--- src/adc_seq_pkg.sv ---
// Constants, register layouts and timing figures of the conversion sequencer.
package adc_seq_pkg;

   localparam int CLK_MHZ = 40;

   // Register byte offsets on the Wishbone bus, one aligned word each.
   localparam logic [7:0] OFF_CTRL_ONE = 8'h00;
   localparam logic [7:0] OFF_CTRL_TWO = 8'h04;
   localparam logic [7:0] OFF_CONFIG = 8'h08;
   localparam logic [7:0] OFF_CMP_HIGH = 8'h0c;
   localparam logic [7:0] OFF_CMP_LOW = 8'h10;
   localparam logic [7:0] OFF_RES_HIGH = 8'h14;
   localparam logic [7:0] OFF_RES_LOW = 8'h18;

   typedef struct packed {
      logic conversionDoneFlag;
      logic doneIrqEnable;
      logic continuousEnable;
      logic [4:0] channelSelect;
   } ctrl_one_t;

   typedef struct packed {
      logic active;
      logic triggerSelect;
      logic compareEnable;
      logic compareGreaterSelect;
      logic [3:0] reserved;
   } ctrl_two_t;

   typedef struct packed {
      logic lowPowerConfig;
      logic [1:0] clockDivider;
      logic longSampleSelect;
      logic [1:0] mode;
      logic [1:0] inputClockSelect;
   } conv_cfg_t;

   typedef struct packed {
      logic [4:0] channel;
      logic sampleEnable;
      logic asyncClockEnable;
      logic lowPower;
   } analog_ctrl_t;

   localparam logic [1:0] MODE_8BIT = 2'h0;
   localparam logic [1:0] MODE_12BIT = 2'h1;
   localparam logic [1:0] MODE_10BIT = 2'h2;

   localparam logic [1:0] CLK_BUS = 2'h0;
   localparam logic [1:0] CLK_BUS_HALF = 2'h1;
   localparam logic [1:0] CLK_ALT = 2'h2;
   localparam logic [1:0] CLK_ASYNC = 2'h3;

   localparam logic [4:0] CHANNEL_OFF = 5'h1f;
   localparam ctrl_one_t CTRL_ONE_RESET = 8'h1f;
   localparam ctrl_two_t CTRL_TWO_RESET = 8'h00;
   localparam conv_cfg_t CONFIG_RESET = 8'h00;
   localparam logic [7:0] BYTE_RESET = 8'h00;

   // Sample phase, in half conversion-clock cycles, rounded up to whole ticks.
   localparam int SAMPLE_SHORT_HALVES = 7;
   localparam int SAMPLE_LONG_HALVES = 47;
   localparam logic [4:0] SAMPLE_SHORT_TICKS = 5'((SAMPLE_SHORT_HALVES + 1) / 2);
   localparam logic [4:0] SAMPLE_LONG_TICKS = 5'((SAMPLE_LONG_HALVES + 1) / 2);
   localparam logic [4:0] FIRST_EXTRA_TICKS = 5'h03;
   localparam logic [4:0] APPROX_8BIT_TICKS = 5'h0d;
   localparam logic [4:0] APPROX_WIDE_TICKS = 5'h10;

   localparam int START_BUS_CYCLES = 5;
   localparam int ASYNC_STARTUP_NS = 5000;
   localparam int ASYNC_STARTUP_CYCLES = (ASYNC_STARTUP_NS * CLK_MHZ + 999) / 1000;
   localparam logic [7:0] SETUP_SYNC_LAST = 8'(START_BUS_CYCLES - 1);
   localparam logic [7:0] SETUP_ASYNC_LAST = 8'(START_BUS_CYCLES + ASYNC_STARTUP_CYCLES - 1);

   // The internal asynchronous clock is modelled as the bus clock divided by two.
   localparam logic [1:0] ASYNC_DIV_LAST = 2'h1;

   localparam logic [11:0] MASK_8BIT = 12'h0ff;
   localparam logic [11:0] MASK_10BIT = 12'h3ff;
   localparam logic [11:0] MASK_12BIT = 12'hfff;

endpackage

--- src/adc_conversion_sequencer.sv ---
// Conversion sequencer of a successive-approximation converter with a Wishbone slave.
//
// Decided for this implementation: the placing of the registers and the Wishbone slave port.
`timescale 1ns/10ps

module adc_conversion_sequencer (
   input wire logic core_clk,
   input wire logic reset_n,
   input wire logic wb_cyc_i,
   input wire logic wb_stb_i,
   input wire logic wb_we_i,
   input wire logic [7:0] wb_adr_i,
   input wire logic [3:0] wb_sel_i,
   input wire logic [31:0] wb_dat_i,
   output logic [31:0] wb_dat_o,
   output logic wb_ack_o,
   input wire logic hwTriggerInput,
   input wire logic altClockTick,
   input wire logic [11:0] approxResult,
   input wire logic stopMode,
   input wire logic waitMode,
   output adc_seq_pkg::analog_ctrl_t analogCtrl,
   output logic doneIrq
);
   import adc_seq_pkg::*;

   typedef enum logic [2:0] {ST_IDLE, ST_SETUP, ST_SAMPLE, ST_APPROX, ST_TRANSFER} state_t;

   state_t state;
   ctrl_one_t ctrlOne;
   ctrl_two_t ctrlTwo;
   conv_cfg_t convCfg;
   logic [7:0] cmpHigh;
   logic [7:0] cmpLow;
   logic [7:0] resultHigh;
   logic [7:0] resultLow;
   logic ackReg;
   logic [31:0] readData;
   logic readHighPending;
   logic hwPrev;
   logic firstConv;
   logic [7:0] busCnt;
   logic [4:0] tickCnt;
   logic halfPhase;
   logic [1:0] asyncCnt;
   logic [2:0] divCnt;

   logic busTake;
   logic busWrite;
   logic busRead;
   logic wrCtrlOne;
   logic wrModeChange;
   logic rdResHigh;
   logic rdResLow;
   logic stopAbort;
   logic abortAny;
   logic hwEdge;
   logic hwStart;
   logic swStart;
   logic srcTick;
   logic adckTick;
   logic [2:0] divLast;
   logic [4:0] sampleLast;
   logic [4:0] approxLast;
   logic [7:0] setupLast;
   logic blocked;
   logic [11:0] modeMask;
   logic [11:0] roundedResult;
   logic [10:0] round10;
   logic [8:0] round8;
   logic [11:0] cmpValue;
   logic [12:0] cmpSum;
   logic cmpGe;
   logic cmpPass;
   logic doTransfer;
   logic singleCmpFail;
   logic [7:0] readMux;

   // Wishbone classic slave: one wait state, ack for one cycle per request.
   assign busTake = wb_cyc_i && wb_stb_i && !ackReg;
   assign busWrite = busTake && wb_we_i && wb_sel_i[0];
   assign busRead = busTake && !wb_we_i;
   assign wrCtrlOne = busWrite && (wb_adr_i == OFF_CTRL_ONE);
   assign wrModeChange = busWrite && ((wb_adr_i == OFF_CTRL_TWO) || (wb_adr_i == OFF_CONFIG)
                         || (wb_adr_i == OFF_CMP_HIGH) || (wb_adr_i == OFF_CMP_LOW));
   assign rdResHigh = busRead && (wb_adr_i == OFF_RES_HIGH);
   assign rdResLow = busRead && (wb_adr_i == OFF_RES_LOW);

   // Wait mode has no abort path, so conversions simply carry on in it.
   assign stopAbort = stopMode && (convCfg.inputClockSelect != CLK_ASYNC);
   assign abortAny = wrCtrlOne || wrModeChange || stopAbort;

   assign hwEdge = hwTriggerInput && !hwPrev;
   assign hwStart = ctrlTwo.triggerSelect && hwEdge && (state == ST_IDLE)
                    && (ctrlOne.channelSelect != CHANNEL_OFF);
   assign swStart = !ctrlTwo.triggerSelect && (wb_dat_i[4:0] != CHANNEL_OFF);

   always_ff @(posedge core_clk or negedge reset_n) begin
      if (!reset_n) begin
         ackReg <= 1'b0;
         readData <= 32'h0;
      end else begin
         ackReg <= busTake;
         if (busRead) begin
            readData <= {24'h0, readMux};
         end
      end
   end

   assign wb_ack_o = ackReg;
   assign wb_dat_o = readData;

   always_comb begin
      readMux = 8'h00;
      case (wb_adr_i)
         OFF_CTRL_ONE: readMux = ctrlOne;
         OFF_CTRL_TWO: readMux = {(state != ST_IDLE), ctrlTwo.triggerSelect,
                                  ctrlTwo.compareEnable, ctrlTwo.compareGreaterSelect, 4'h0};
         OFF_CONFIG: readMux = convCfg;
         OFF_CMP_HIGH: readMux = cmpHigh;
         OFF_CMP_LOW: readMux = cmpLow;
         OFF_RES_HIGH: readMux = resultHigh;
         OFF_RES_LOW: readMux = resultLow;
         default: readMux = 8'h00;
      endcase
   end

   // Control one with the done flag; a completion wins over a clear in the same cycle.
   always_ff @(posedge core_clk or negedge reset_n) begin
      if (!reset_n) begin
         ctrlOne <= CTRL_ONE_RESET;
      end else begin
         if (wrCtrlOne) begin
            ctrlOne.doneIrqEnable <= wb_dat_i[6];
            ctrlOne.continuousEnable <= wb_dat_i[5];
            ctrlOne.channelSelect <= wb_dat_i[4:0];
         end
         if (doTransfer) begin
            ctrlOne.conversionDoneFlag <= 1'b1;
         end else if (wrCtrlOne || rdResLow) begin
            ctrlOne.conversionDoneFlag <= 1'b0;
         end
      end
   end

   assign doneIrq = ctrlOne.conversionDoneFlag && ctrlOne.doneIrqEnable;

   always_ff @(posedge core_clk or negedge reset_n) begin
      if (!reset_n) begin
         ctrlTwo <= CTRL_TWO_RESET;
         convCfg <= CONFIG_RESET;
         cmpHigh <= BYTE_RESET;
         cmpLow <= BYTE_RESET;
      end else if (busWrite) begin
         case (wb_adr_i)
            OFF_CTRL_TWO: ctrlTwo <= {1'b0, wb_dat_i[6:4], 4'h0};
            OFF_CONFIG: convCfg <= wb_dat_i[7:0];
            OFF_CMP_HIGH: cmpHigh <= wb_dat_i[7:0];
            OFF_CMP_LOW: cmpLow <= wb_dat_i[7:0];
            default: ;
         endcase
      end
   end

   // Outside 8-bit mode, a read of the high byte holds off transfers until the low byte has been read.
   always_ff @(posedge core_clk or negedge reset_n) begin
      if (!reset_n) begin
         readHighPending <= 1'b0;
      end else if (rdResHigh) begin
         readHighPending <= 1'b1;
      end else if (rdResLow) begin
         readHighPending <= 1'b0;
      end
   end

   assign blocked = readHighPending && (convCfg.mode != MODE_8BIT);

   always_ff @(posedge core_clk or negedge reset_n) begin
      if (!reset_n) begin
         hwPrev <= 1'b0;
      end else begin
         hwPrev <= hwTriggerInput;
      end
   end

   // Conversion clock ticks; the internal half-rate and asynchronous sources and the divider stop while idle.
   always_comb begin
      case (convCfg.inputClockSelect)
         CLK_BUS: srcTick = 1'b1;
         CLK_BUS_HALF: srcTick = halfPhase;
         CLK_ALT: srcTick = altClockTick;
         default: srcTick = (asyncCnt == ASYNC_DIV_LAST);
      endcase
      case (convCfg.clockDivider)
         2'h0: divLast = 3'h0;
         2'h1: divLast = 3'h1;
         2'h2: divLast = 3'h3;
         default: divLast = 3'h7;
      endcase
   end

   assign adckTick = srcTick && (divCnt == divLast);

   always_ff @(posedge core_clk or negedge reset_n) begin
      if (!reset_n) begin
         halfPhase <= 1'b0;
         asyncCnt <= 2'h0;
         divCnt <= 3'h0;
      end else if (state == ST_IDLE) begin
         halfPhase <= 1'b0;
         asyncCnt <= 2'h0;
         divCnt <= 3'h0;
      end else begin
         halfPhase <= !halfPhase;
         asyncCnt <= (asyncCnt == ASYNC_DIV_LAST) ? 2'h0 : asyncCnt + 2'h1;
         if (srcTick) begin
            divCnt <= (divCnt == divLast) ? 3'h0 : divCnt + 3'h1;
         end
      end
   end

   // First conversions carry three extra ticks and the bus-cycle startup.
   assign sampleLast = 5'((convCfg.longSampleSelect ? SAMPLE_LONG_TICKS : SAMPLE_SHORT_TICKS)
                       + (firstConv ? FIRST_EXTRA_TICKS : 5'h00) - 5'h01);
   assign approxLast = 5'(((convCfg.mode == MODE_8BIT) ? APPROX_8BIT_TICKS : APPROX_WIDE_TICKS)
                       - 5'h01);
   assign setupLast = (convCfg.inputClockSelect == CLK_ASYNC) ? SETUP_ASYNC_LAST
                                                              : SETUP_SYNC_LAST;

   // Result rounding, compare arithmetic and the transfer decision.
   assign round10 = {1'b0, approxResult[11:2]} + {10'h0, approxResult[1]};
   assign round8 = {1'b0, approxResult[11:4]} + {8'h0, approxResult[3]};

   always_comb begin
      case (convCfg.mode)
         MODE_10BIT: begin
            modeMask = MASK_10BIT;
            roundedResult = round10[10] ? MASK_10BIT : {2'h0, round10[9:0]};
         end
         MODE_8BIT: begin
            modeMask = MASK_8BIT;
            roundedResult = round8[8] ? MASK_8BIT : {4'h0, round8[7:0]};
         end
         default: begin
            modeMask = MASK_12BIT;
            roundedResult = approxResult;
         end
      endcase
   end

   assign cmpValue = {cmpHigh[3:0], cmpLow} & modeMask;
   assign cmpSum = {1'b0, roundedResult} + {1'b0, ~cmpValue} + 13'h0001;
   assign cmpGe = cmpSum[12];
   assign cmpPass = !ctrlTwo.compareEnable
                    || (ctrlTwo.compareGreaterSelect ? cmpGe : !cmpGe);
   assign doTransfer = (state == ST_TRANSFER) && !abortAny && !blocked && cmpPass;
   assign singleCmpFail = !ctrlOne.continuousEnable && ctrlTwo.compareEnable && !cmpPass;

   always_ff @(posedge core_clk or negedge reset_n) begin
      if (!reset_n) begin
         resultHigh <= BYTE_RESET;
         resultLow <= BYTE_RESET;
      end else if (doTransfer) begin
         if (ctrlTwo.compareEnable) begin
            resultHigh <= {4'h0, cmpSum[11:8] & modeMask[11:8]};
            resultLow <= cmpSum[7:0];
         end else begin
            resultHigh <= {4'h0, roundedResult[11:8]};
            resultLow <= roundedResult[7:0];
         end
      end
   end

   // Sequencer: aborts first, then starts, then the conversion phases.
   always_ff @(posedge core_clk or negedge reset_n) begin
      if (!reset_n) begin
         state <= ST_IDLE;
         firstConv <= 1'b0;
         busCnt <= 8'h00;
         tickCnt <= 5'h00;
      end else if (wrCtrlOne && !stopAbort) begin
         busCnt <= 8'h00;
         tickCnt <= 5'h00;
         firstConv <= 1'b1;
         state <= swStart ? ST_SETUP : ST_IDLE;
      end else if (abortAny) begin
         state <= ST_IDLE;
      end else begin
         case (state)
            ST_IDLE: begin
               if (hwStart) begin
                  busCnt <= 8'h00;
                  tickCnt <= 5'h00;
                  firstConv <= 1'b1;
                  state <= ST_SETUP;
               end
            end
            ST_SETUP: begin
               busCnt <= busCnt + 8'h01;
               if (busCnt == setupLast) begin
                  state <= ST_SAMPLE;
               end
            end
            ST_SAMPLE: begin
               if (adckTick) begin
                  tickCnt <= (tickCnt == sampleLast) ? 5'h00 : tickCnt + 5'h01;
                  if (tickCnt == sampleLast) begin
                     state <= ST_APPROX;
                  end
               end
            end
            ST_APPROX: begin
               if (adckTick) begin
                  tickCnt <= (tickCnt == approxLast) ? 5'h00 : tickCnt + 5'h01;
                  if (tickCnt == approxLast) begin
                     state <= ST_TRANSFER;
                  end
               end
            end
            ST_TRANSFER: begin
               firstConv <= 1'b0;
               tickCnt <= 5'h00;
               if (blocked) begin
                  state <= singleCmpFail ? ST_IDLE : ST_SAMPLE;
               end else begin
                  state <= ctrlOne.continuousEnable ? ST_SAMPLE : ST_IDLE;
               end
            end
            default: state <= ST_IDLE;
         endcase
      end
   end

   // One assignment drives the whole struct so that it has a single driver.
   assign analogCtrl = {ctrlOne.channelSelect, (state == ST_SAMPLE),
                        (state != ST_IDLE) && (convCfg.inputClockSelect == CLK_ASYNC),
                        convCfg.lowPowerConfig};
endmodule // adc_conversion_sequencer

--- config.mk ---
export PLATFORM = sky130hd
export DESIGN_NAME = adc_conversion_sequencer
export DESIGN_NICKNAME = d
export VERILOG_FILES = /design/src/adc_seq_pkg.sv /design/src/adc_conversion_sequencer.sv
export SDC_FILE = /design/constraint.sdc
export NUM_CORES = 1
export LEC_CHECK = 0
export BUFFER_PORTS_ARGS = -buffer_cell sky130_fd_sc_hd__buf_2
export CAP_MARGIN = 25
export CORE_MARGIN = 10
export CORE_UTILIZATION = 45
export CTS_BUF_LIST = sky130_fd_sc_hd__clkbuf_16
export CTS_CLUSTER_SIZE = 16
export DETAILED_ROUTE_END_ITERATION = 12
export GPL_ROUTABILITY_DRIVEN = 0
export PLACE_DENSITY = 0.7
export SETUP_SLACK_MARGIN = 0.1
export SLEW_MARGIN = 20
export SYNTH_ARGS = -nofsm -noshare
export SYNTH_HDL_FRONTEND = slang
export SYNTH_SLANG_ARGS = --single-unit
--- constraint.sdc ---
create_clock -name core_clk -period 3.41 [get_ports core_clk]
set_input_delay 0 -clock core_clk [delete_from_list [all_inputs] [get_ports core_clk]]
set_output_delay 0 -clock core_clk [all_outputs]
set_load 0.02 [all_outputs]
# After elaboration in Yosys (flattened, before gate mapping)
# Cells that the tools add are included.
# W data, S select, Z words.
[op_classes] n_bitwise=3 addsub=11 n_mux=53 n_reduce_logical=65 n_eq_ne=34
[ops] op="$pmux W8 S7" n=1
[ops] op="$mux W8" n=6
[ops] op="$pmux W12 S2" n=2
[ops] op="$mux W5" n=9
[ops] op="$mux W3" n=11
[ops] op="$logic_and A1 B1 Y1" n=25
[ops] op="$eq A8 B5 Y1 const B" n=3
[ops] op="$pmux W5 S4" n=1
[ops] op="$eq A8 B4 Y1 const B" n=2
[ops] op="$pmux W8 S2" n=1
[ops] op="$pmux W3 S5" n=1
[ops] op="$add A12 B12 Y13" n=1
[ops] op="$add A13 B1 Y13 const B" n=1
[ops] op="$and A12 B12 Y12" n=1
[ops] op="$logic_not A1 Y1" n=12
[ops] op="$mux W2" n=6
[ops] op="$ne A4 B4 Y1 const B" n=3
[ops] op="$not A12 Y12" n=1
[ops] op="$add A10 B1 Y11" n=1
[ops] op="$eq A5 B5 Y1" n=2
[ops] op="$mux W1" n=10
[ops] op="$mux W10" n=1
[ops] op="$ne A5 B5 Y1 const B" n=2
[ops] op="$sub A5 B1 Y5 const B" n=2
[ops] op="37 further kinds" n=61
[totals] output_inout_bits=42 ff_bits=85

# Logic depth before layout (Yosys ltp)
# Gate-level depths: netlist of run 1.
[logic_depth] word_depth=16 mapped_depth=18 depth_no_buf=17

# Worst setup path before layout of run 1
# OpenSTA, ideal clock, no wires.
[synth_path] path_kind="register to register" start="register convCfg[2] (netlist name)" end="register resultLow[2]" path_buffers=3 t_required_ps=3285 stages_incl_launch_ff=15 t_arrival_ps=3637 setup_slack_ps=-352 synth_period_minus_slack_ps=3762 cell_sequence="dfrtp_1 > buf_6 > or2_1 > buf_6 > a31oi_1 > nand2_1 > o211a_1 > fa_1 > a211oi_1 > o21ai_1 > a41oi_2 > mux2_4 > nor4b_4 > buf_6 > mux2_2"
[synth_via] elab_chain_len=10 word_cells_on_any_way=17
[synth_rtl] element="from (decl)" line_no="adc_conversion_sequencer.sv:32" text="conv_cfg_t convCfg;"
[synth_rtl] element="from (signal assigned)" line_no="adc_conversion_sequencer.sv:157" text="OFF_CONFIG: convCfg <= wb_dat_i[7:0];"
[synth_rtl] element="$eq A2 B2 Y1 / $logic_not A2 Y1 (equally long branches)" line_no="adc_conversion_sequencer.sv:235" text="case (convCfg.mode)"
[synth_rtl] element="$pmux W12 S2" line_no="adc_conversion_sequencer.sv:235"
[synth_rtl] element="$and A12 B12 Y12" line_no="adc_conversion_sequencer.sv:251" text="assign cmpValue = {cmpHigh[3:0], cmpLow} & modeMask;"
[synth_rtl] element="$not A12 Y12" line_no="adc_conversion_sequencer.sv:252" text="assign cmpSum = {1'b0, roundedResult} + {1'b0, ~cmpValue} + 13'h0001;"
[synth_rtl] element="$add A12 B12 Y13" line_no="adc_conversion_sequencer.sv:252"
[synth_rtl] element="$add A13 B1 Y13" line_no="adc_conversion_sequencer.sv:252"
[synth_rtl] element="$logic_not A1 Y1" line_no="adc_conversion_sequencer.sv:255" text="|| (ctrlTwo.compareGreaterSelect ? cmpGe : !cmpGe);"
[synth_rtl] element="$mux W1" line_no="adc_conversion_sequencer.sv:255"
[synth_rtl] element="$logic_or A1 B1 Y1" line_no="adc_conversion_sequencer.sv:255"
[synth_rtl] element="$logic_and A1 B1 Y1" line_no="adc_conversion_sequencer.sv:256" text="assign doTransfer = (state == ST_TRANSFER) && !abortAny && !blocked && cmpPass;"
[synth_rtl] element="to (signal assigned)" line_no="adc_conversion_sequencer.sv:266" text="resultLow <= cmpSum[7:0];"
[synth_rtl] element="to (signal assigned)" line_no="adc_conversion_sequencer.sv:269" text="resultLow <= roundedResult[7:0];"
[synth_rtl] element="to (decl)" line_no="adc_conversion_sequencer.sv:36" text="logic [7:0] resultLow;"
# Parallel ways exist; a longest one is shown, timed or not.
# A chain may end at the register's enable or synchronous reset.

# Final worst setup path of run 1
[layout_path] start="register convCfg[3] (netlist name)" end="register resultHigh[1]"
[layout_via] elab_chain_len=10 word_cells_on_any_way=18
[layout_rtl] element="$eq A2 B2 Y1 / $logic_not A2 Y1 (equally long branches)" line_no="adc_conversion_sequencer.sv:235"
[layout_rtl] element="$pmux W12 S2" line_no="adc_conversion_sequencer.sv:235"
[layout_rtl] element="$and A12 B12 Y12" line_no="adc_conversion_sequencer.sv:251"
[layout_rtl] element="$not A12 Y12" line_no="adc_conversion_sequencer.sv:252"
[layout_rtl] element="$add A12 B12 Y13" line_no="adc_conversion_sequencer.sv:252"
[layout_rtl] element="$add A13 B1 Y13" line_no="adc_conversion_sequencer.sv:252"
[layout_rtl] element="$logic_not A1 Y1" line_no="adc_conversion_sequencer.sv:255"
[layout_rtl] element="$mux W1" line_no="adc_conversion_sequencer.sv:255"
[layout_rtl] element="$logic_or A1 B1 Y1" line_no="adc_conversion_sequencer.sv:255"
[layout_rtl] element="$logic_and A1 B1 Y1" line_no="adc_conversion_sequencer.sv:256"
[layout_rtl] element="to (signal assigned)" line_no="adc_conversion_sequencer.sv:265" text="resultHigh <= {4'h0, cmpSum[11:8] & modeMask[11:8]};"
[layout_rtl] element="to (signal assigned)" line_no="adc_conversion_sequencer.sv:268" text="resultHigh <= {4'h0, roundedResult[11:8]};"
[layout_rtl] element="to (decl)" line_no="adc_conversion_sequencer.sv:35" text="logic [7:0] resultHigh;"
# Parallel ways exist; a longest one is shown, timed or not.

==> out/summary.txt, run 1 <==
status: finished clean
DR iter-0 viols: 446
Final TNS setup: 0 ns
insertion delay to the later sink of the worst-skew pair: 0.33 ns
First-pass DRT Iterations: 5
root buffer cell: clkbuf_16
Core Region: 12110 µm²
Tightest Pin Transition: 0.7653 ns
met1 global-route usage: 21.60%
NumNets Final: 791
#FFs+latches synth: 81
ys flop type: dfrtp_1
top cell type by total area after synthesis: dfrtp_1
Max-Cap Viols: 0
routed via count: 4889
WP data arrival: 3.60 ns
area post-placement: 6186 µm²
Ys Warns: 0
Starting Density: 46.22%
layout cells sized above 1: 27.08%
synth top area cells: dfrtp_1 (34%), mux2_2 (7.0%), ha_1 (4.7%)
vias in the first global route: 4911
CTS tree: yes
Setup crit end kind: register
Synth Area per Inst: 9.207 µm²
final cell count without fillers: 877
area grow syn2layout: 19.60%
RSZ-0062 raised after global routing: true
Crit-path slowest cell: dfrtp_2
Max Freq: 299.3 MHz
pin count of the biggest net entering global routing: 82
Req. time, crit path: 3.67 ns
Clock Tree Buf Depth: 2
average wire per cell in the routed design: 16.88 µm
CP peak stage delay: 0.43 ns
Max Transition Viols Final: 0
Mapped Area: 5598 µm²
Worst Hold Class: input pin to register
hold_ws: 0.0003266 ns
overall power: 2.263 mW
CTS buffer count: 9
Filler cells: 1092
WS Path Type: register to register
Critical Path Fanout Max: 7
worst slack at placement: -0.08593 ns
sequential area share after synthesis: 36.32%
Register Area: 2036 µm²
post-synth top area share: 33.97%
power per cell area: 338.0 nW/µm²
Die ar.: 17300 µm²
die width: 131.5 µm
Slew Limit Headroom: 48.98%
final instance area: 6695 µm²
clk_skew: 0.007326 ns
met2 GRT Util: 26.82%
H-Tree Depth: 3
CTS clk-pin slew, worst paths: 0.06 ns
TritonCTS Sinks: 81
IO buf count: 54
Crit path top cell by count: buf_6
leak pwr: 3.133 nW
Via density: 5.575
grt peak-use layer: met2
DIE HEIGHT: 131.5 µm
Residual DRC: 0
initial antenna violation count: 0
Synth async-reset ratio: 100.0%
final worst slack: 0.06859 ns
Gate Count Post-Synth: 608
maximum vdd drop: 243.6 µV
grt ovf: 0
cell total after placement: 842
Cell variety after synth: 74
fin crit share: 97.99%
All-Layer GR Usage: 16.69%
ANT cells: 0
# setup viols final: 0
CP Cell Sequence: or2_4 > a31oi_4 > nand2_1 > o211a_1 > fa_2 > a211oi_2 > o21ai_1 > a41oi_2 > mux2_4 > nor4b_4 > buf_6 > buf_6 > nand3_2 > o21bai_1
area of the multi-input gates: 3293 µm²
CP startpoint kind: register
first-pass GRT wire length: 24.63 mm
row count: 40
met3 Use GR: 3.620%
Routed Antenna Nets: 0
EDFF count, synth: 0
post-route minimum period: 3.341 ns
detailed placement HPWL: 11.38 mm
Detailed Route WL: 14.81 mm
final hold violation count: 0
io pins: 107
Util after Layout: 55.28%
==> synth_stat cells, types with 4 or more instances <==
| master | n |
|---|---|
| a211oi_1 | 4 |
| a21oi_1 | 28 |
| a22o_1 | 8 |
| a22oi_1 | 6 |
| a31oi_1 | 6 |
| and2_1 | 6 |
| and3_1 | 7 |
| buf_4 | 30 |
| clkbuf_1 | 15 |
| dfrtp_1 | 76 |
| dfstp_2 | 5 |
| ha_1 | 21 |
| inv_1 | 27 |
| mux2_2 | 35 |
| mux2i_1 | 17 |
| mux4_2 | 4 |
| nand2_1 | 67 |
| nand2b_1 | 7 |
| nand3_1 | 23 |
| nand3b_1 | 4 |
| nand4_1 | 6 |
| nor2_1 | 43 |
| nor2b_1 | 4 |
| nor3_1 | 8 |
| o211ai_1 | 4 |
| o21ai_0 | 42 |
| o22ai_1 | 5 |
| o31ai_1 | 4 |
| or3_1 | 6 |
| xnor2_1 | 14 |
| xor2_1 | 10 |
==> state kept, by name (all words and copies together) (netlist names) <==
register and count:
wb_ack_o 1, resultHigh 4, ctrlOne 3, busCnt 8, tickCnt 5, wb_dat_o 8
asyncCnt 2, readHighPending 1, hwPrev 1, firstConv 1, convCfg 7, resultLow 8
state 3, halfPhase 1, cmpHigh 8, cmpLow 8, divCnt 3, analogCtrl 6
ctrlTwo 3
==> report_power, final <==
group	leakage [nW]	internal (mW)	total, mW	switching, mW
clock network	0.142	0.559	0.940	0.381
registers	1.04	0.981	1.00	0.0186
logic	1.95	0.134	0.323	0.189
==> kinds of logic (layout without fill, tap and decap cells) <==
logic type | after synthesis | in the layout | synth area share, %
adder cells (fa/ha/maj) | 22 | 22 | 5.051
AND/OR/NAND/NOR | 201 | 201 | 18.04
flip-flops | 81 | 81 | 36.32
other | 1 | 24 | 0.06699
XOR/XNOR | 24 | 24 | 3.755
AO/OA/AOI/OAI | 142 | 142 | 16.97
buffers and inverters | 80 | 158 | 7.845
multiplexers | 57 | 57 | 11.96
==> routing by layer <==
layer	wire length (µm)	up-vias
met4	287	0
met1	6705	2359
met2	6854	167
met5	0	-
met3	959	23
li1	-	2340
==> critical path, delay by kind of cell, from the launching register on <==
kind                       cells  cell delay (ns)
AOI/OAI and AO/OA              6             1.11
and+or+nand+nor                4             0.68
DFF                            1             0.43
adders and majority gates      1             0.39
muxes                          1             0.34
buffers and inverters          2             0.31
==> timing repair <==
item,4_1_cts,5_1_grt
hold endpoints to repair,100,0
hold buffers,11,0
buffers inserted,7,0
pin swaps,9,2
endpoints found under the setup margin,8,13
gates resized for setup,9,5
==> placed cells by master, fill, tap and decap left out, types with 14 or more instances in the layout <==
master	n
buf_4	47
ha_1	20
xnor2_1	14
nand2_1	66
o21ai_0	40
conb_1	24
buf_2	53
nand3_1	22
inv_1	28
mux2_2	32
a21oi_1	28
mux2i_1	17
nor2_1	41
dfrtp_1	74
==> worst paths after layout <==
kind	start	to	slack, ns	depth (start not counted)
max reg2reg	convCfg[3]	resultHigh[1]	0.07	14
max in group asynchronous	reset_n	convCfg[2]	2.58	2
min	wb_dat_i[2]	analogCtrl[5]	0.0003	2
min reg2reg	halfPhase	halfPhase	0.43	1
max	convCfg[3]	resultHigh[1]	0.07	14
min in group asynchronous	reset_n	busCnt[1]	0.25	2
==> area by class of cell <==
type,instances,share of cell area [%]
Timing Repair Buffer,115,11.46
Sequential cell,81,30.41
Inverter,27,1.514
Multi-Input combinational cell,470,49.19
Tap cell,168,3.140
Clock inverter,7,0.9344
Clock buffer,9,3.364
No activity file was read; power rests on OpenSTA's default activity.
==> inputs of run 2 (changes only) <==
- CTS_BUF_LIST: sky130_fd_sc_hd__clkbuf_16 -> not set
- CTS_CLUSTER_SIZE: 16 -> not set
- clock period: 3.41 -> 2.9 ns (I/O delays scaled with it)
==> out/summary.txt, run 2 (same netlist as run 1, synthesis figures left out) <==
status: complete, but fails checks
failing checks: setup timing
post-route minimum period: 3.449 ns
vias in the first global route: 5335
All-Layer GR Usage: 18.32%
Critical Path Fanout Max: 8
Clock Tree Buf Depth: 2
detailed placement HPWL: 11.85 mm
die width: 131.5 µm
final cell count without fillers: 920
Routed Antenna Nets: 0
WS Path Type: register to register
fin crit share: 118.9%
CTS buffer count: 9
most frequent cells in the layout: buf_4 (85), dfrtp_1 (75), nand2_1 (66)
NumNets Final: 834
DR iter-0 viols: 603
grt ovf: 0
CP startpoint kind: register
area post-placement: 6416 µm²
First-pass DRT Iterations: 5
Tightest Pin Transition: 1.015 ns
first-pass GRT wire length: 26.81 mm
insertion delay to the later sink of the worst-skew pair: 0.34 ns
clk_skew: 0.005394 ns
TritonCTS Sinks: 81
CP Cell Sequence: buf_4 > a311oi_4 > nand2_1 > o211a_1 > fa_2 > a211oi_4 > o21ai_2 > a41oi_2 > mux2_4 > nor4b_4 > buf_4 > buf_8 > mux2i_1 > o21bai_1
Max Transition Viols Final: 0
Worst R2R Path Depth: 14
CTS tree: yes
CTS clk-pin slew, worst paths: 0.06 ns
Via density: 5.638
overall power: 2.754 mW
leak pwr: 3.365 nW
Levels on crit path: 14
CP bufs+invs: 3
Crit-path slowest cell: dfrtp_1
IO buf count: 54
Crit path top cell by count: buf_4
pin count of the biggest net entering global routing: 82
Detailed Route WL: 16.15 mm
commonest non-fill, non-tap cell in the layout: buf_4
io pins: 107
initial antenna violation count: 0
RSZ-0062 raised after global routing: true
final worst slack: -0.5487 ns
final instance area: 7128 µm²
Core Region: 12110 µm²
root buffer cell: clkbuf_16
Max-Cap Viols: 0
cell total after placement: 871
Worst Hold Class: input pin to register
WHS Path Cells: 4
ANT cells: 0
CP top delay family: compound AO/OA/AOI/OAI gates
H-Tree Depth: 3
WP data arrival: 3.71 ns
Starting Density: 46.22%
routed via count: 5187
Max Freq: 290.0 MHz
Die ar.: 17300 µm²
# setup viols final: 14
power per cell area: 386.3 nW/µm²
Setup crit end kind: register
Slew Limit Headroom: 31.89%
average wire per cell in the routed design: 17.56 µm
layout cells sized above 1: 32.58%
final hold violation count: 0
area grow syn2layout: 27.34%
maximum vdd drop: 330.5 µV
row count: 40
Residual DRC: 0
Req. time, crit path: 3.16 ns
DIE HEIGHT: 131.5 µm
CP peak stage delay: 0.40 ns
run 2: routing by layer:
layer	GRT usage, %	wire, µm	vias up
met3	3.697	977	27
met5	0	0	-
met1	23.58	7082	2553
met2	30.03	7704	196
li1	-	-	2411
met4	5.995	386	0
run 2: what timing repair did:
item	4_1_cts	5_1_grt
gates cloned	0	0
hold buffers	12	0
setup buffers	17	4
pin swaps	8	13
endpoints found under the setup margin	14	14
hold endpoints to repair	105	0
resized for setup	19	10
run 2: worst paths after layout:
path | from | end | slack, ns
min in group asynchronous | reset_n | busCnt[3] | 0.26
worst min-delay path | stopMode | state[0] | 0.13
max in group asynchronous | reset_n | convCfg[3] | 2.07
worst max register to register | convCfg[2] | resultHigh[1] | -0.55
worst max-delay path | convCfg[2] | resultHigh[1] | -0.55
worst min register to register | asyncCnt[0] | asyncCnt[0] | 0.43
run 2: tightest hold or removal path: cells and delay by family:
family / cells / cell delay, ns
buffers and inverters: 1 / 0.13
and+or+nand+nor: 1 / 0.09
AOI/OAI and AO/OA: 2 / 0.20
run 2: area by class of cell:
cell class,count,area (µm²)
clock inverter,7,68.82
timing repair buffer,158,1126
fill,1035,4984
tap,168,210.2
clock buffer,9,225.2
sequential,81,2034
multi-input combinational,470,3362
inverter,27,101.3
run 2: through the flow:
step / hold WS (ns) / util [%] / setup TNS [ns] / setup WS (ns)
floorplan: -0.2956 / - / -4.403 / -0.4648
global placement: 0.1455 / 52.98 / -5.512 / -0.5193
detailed placement: 0.1493 / 52.98 / -6.847 / -0.6157
CTS: 0.1131 / 58.10 / -4.671 / -0.4252
global route: 0.1791 / 58.85 / -8.669 / -0.7041
finish: 0.1342 / 58.85 / -6.474 / -0.5487
run 2: where the power goes:
group	internal [mW]	switching (mW)	leakage, nW
combinational	0.191	0.245	2.18
clock	0.665	0.481	0.142
sequential	1.15	0.0191	1.04
total	2.01	0.745	3.37
==> inputs of run 3 (changes only) <==
- PLACE_DENSITY: 0.7 -> 0.67
- clock period: 2.9 -> 3.7 ns (I/O delays scaled with it)
==> out/summary.txt, run 3 (same netlist as run 1, synthesis figures left out) <==
status: finished clean
io pins: 107
Die ar.: 17300 µm²
WHS Path Cells: 4
Core Region: 12110 µm²
NumNets Final: 771
RSZ-0062 raised after global routing: false
Worst Hold Class: input pin to register
pin count of the biggest net entering global routing: 82
Clock Tree Buf Depth: 2
Via density: 5.548
Routed Antenna Nets: 0
Max-Cap Viols: 0
Setup crit end kind: register
area post-placement: 5989 µm²
Req. time, crit path: 3.96 ns
post-route minimum period: 3.436 ns
initial antenna violation count: 0
Max Transition Viols Final: 0
layout cells sized above 1: 23.95%
Tightest Pin Transition: 0.9861 ns
DR iter-0 viols: 315
IO buf count: 54
Max Freq: 291.0 MHz
most frequent cells in the layout: dfrtp_1 (74), nand2_1 (67), buf_2 (53)
DIE HEIGHT: 131.5 µm
row count: 40
CTS tree: yes
Crit path top cell by count: buf_6
final instance area: 6507 µm²
Starting Density: 46.22%
detailed placement HPWL: 11.32 mm
First-pass DRT Iterations: 6
maximum vdd drop: 264.7 µV
grt ovf: 0
Detailed Route WL: 14.96 mm
clk_skew: 0.01010 ns
root buffer cell: clkbuf_16
routed via count: 4755
CP startpoint kind: register
commonest non-fill, non-tap cell in the layout: dfrtp_1
leak pwr: 3.017 nW
CTS clk-pin slew, worst paths: 0.06 ns
power per cell area: 309.7 nW/µm²
TritonCTS Sinks: 81
die width: 131.5 µm
ANT cells: 0
WS Path Type: register to register
Crit-path slowest cell: dfrtp_2
CTS buffer count: 9
Filler cells: 1134
Slew Limit Headroom: 33.82%
reg-to-reg slack, setup: 0.26 ns
All-Layer GR Usage: 16.70%
WP data arrival: 3.70 ns
average wire per cell in the routed design: 17.46 µm
area grow syn2layout: 16.25%
Residual DRC: 0
fin crit share: 92.87%
Worst R2R Path Depth: 15
CP peak stage delay: 0.45 ns
insertion delay to the later sink of the worst-skew pair: 0.34 ns
CP Cell Sequence: or2_1 > a31oi_4 > buf_4 > nand2_1 > o211a_1 > ha_1 > a211oi_2 > o21ai_1 > a41oi_2 > mux2_4 > nor4b_4 > buf_6 > buf_6 > nand3_1 > o21bai_1
Critical Path Fanout Max: 8
H-Tree Depth: 3
# setup viols final: 0
vias in the first global route: 4667
first-pass GRT wire length: 24.16 mm
final hold violation count: 0
hold_ws: 0.09266 ns
-- run 3: cell count changes in the layout (fill, tap and decap cells not counted), sizes merged --
cell      change
buf          -63
bufinv        -1
clkbuf        +7
clkinv        -3
clkinvlp      -2
inv           -1
-- run 3: timing repair --
| item | 4_1_cts | 5_1_grt |
|---|---|---|
| hold buffers | 12 | 0 |
| pin swaps | 1 | 7 |
| endpoints found under the hold margin | 107 | 0 |
| setup buffers | 2 | 8 |
| setup endpoints to repair | 12 | 12 |
| resized for setup | 2 | 12 |
-- run 3: area by class of cell --
class | count | area, µm² | area share [%]
Clock buffer | 16 | 261.5 | 4.018
Inverter | 27 | 101.3 | 1.557
Multi-Input combinational cell | 470 | 3277 | 50.36
Sequential cell | 81 | 2036 | 31.28
Tap cell | 168 | 210.2 | 3.230
Timing Repair Buffer | 95 | 621.8 | 9.556
-- run 3: per-stage QoR --
step / TNS, ns / power, mW / util (%) / worst slack, ns / std cells
after floorplan: 0 / 1.126 / - / 0.1465 / 631
after global placement: 0 / 1.193 / 49.45 / 0.05040 / 819
after detailed placement: -0.001927 / 1.201 / 49.45 / -0.001927 / 819
after CTS: 0 / 2.016 / 52.89 / 0.1202 / 849
after global routing: 0 / 2.098 / 53.73 / 0.09225 / 857
final: 0 / 2.015 / 53.73 / 0.2637 / 857
-- run 3: final timing paths --
| path | start | endpoint |
|---|---|---|
| worst min register to register | halfPhase | halfPhase |
| min in group asynchronous | reset_n | wb_dat_o[7] |
| worst max-delay path | convCfg[3] | resultHigh[1] |
| worst max register to register | convCfg[3] | resultHigh[1] |
| max in group asynchronous | reset_n | convCfg[2] |
| worst min-delay path | stopMode | state[0] |
-- run 3: critical path, delay by kind of cell (launching register included) --
kind | cells | cell delay, ns
AO/OA/AOI/OAI | 6 | 1.13
adder cells (fa/ha/maj) | 1 | 0.32
buffers and inverters | 3 | 0.43
flip-flops | 1 | 0.45
multiplexers | 1 | 0.35
AND/OR/NAND/NOR | 4 | 0.67
-- run 3: report_power, final --
part	total (mW)	switching, mW	leakage, nW	internal [mW]
Clock	0.807	0.332	0.125	0.475
Combinational	0.286	0.173	1.85	0.113
Sequential	0.923	0.0186	1.04	0.904
Total	2.02	0.524	3.02	1.49
-- run 3: layer usage --
layer  up-vias  routed length (µm)  track usage (%)
met2       152                7034            26.48
li1       2285                   -                -
met1      2302                6747            21.82
met5         -                   0                0
met4         0                 191            3.956
met3        16                 988            4.954
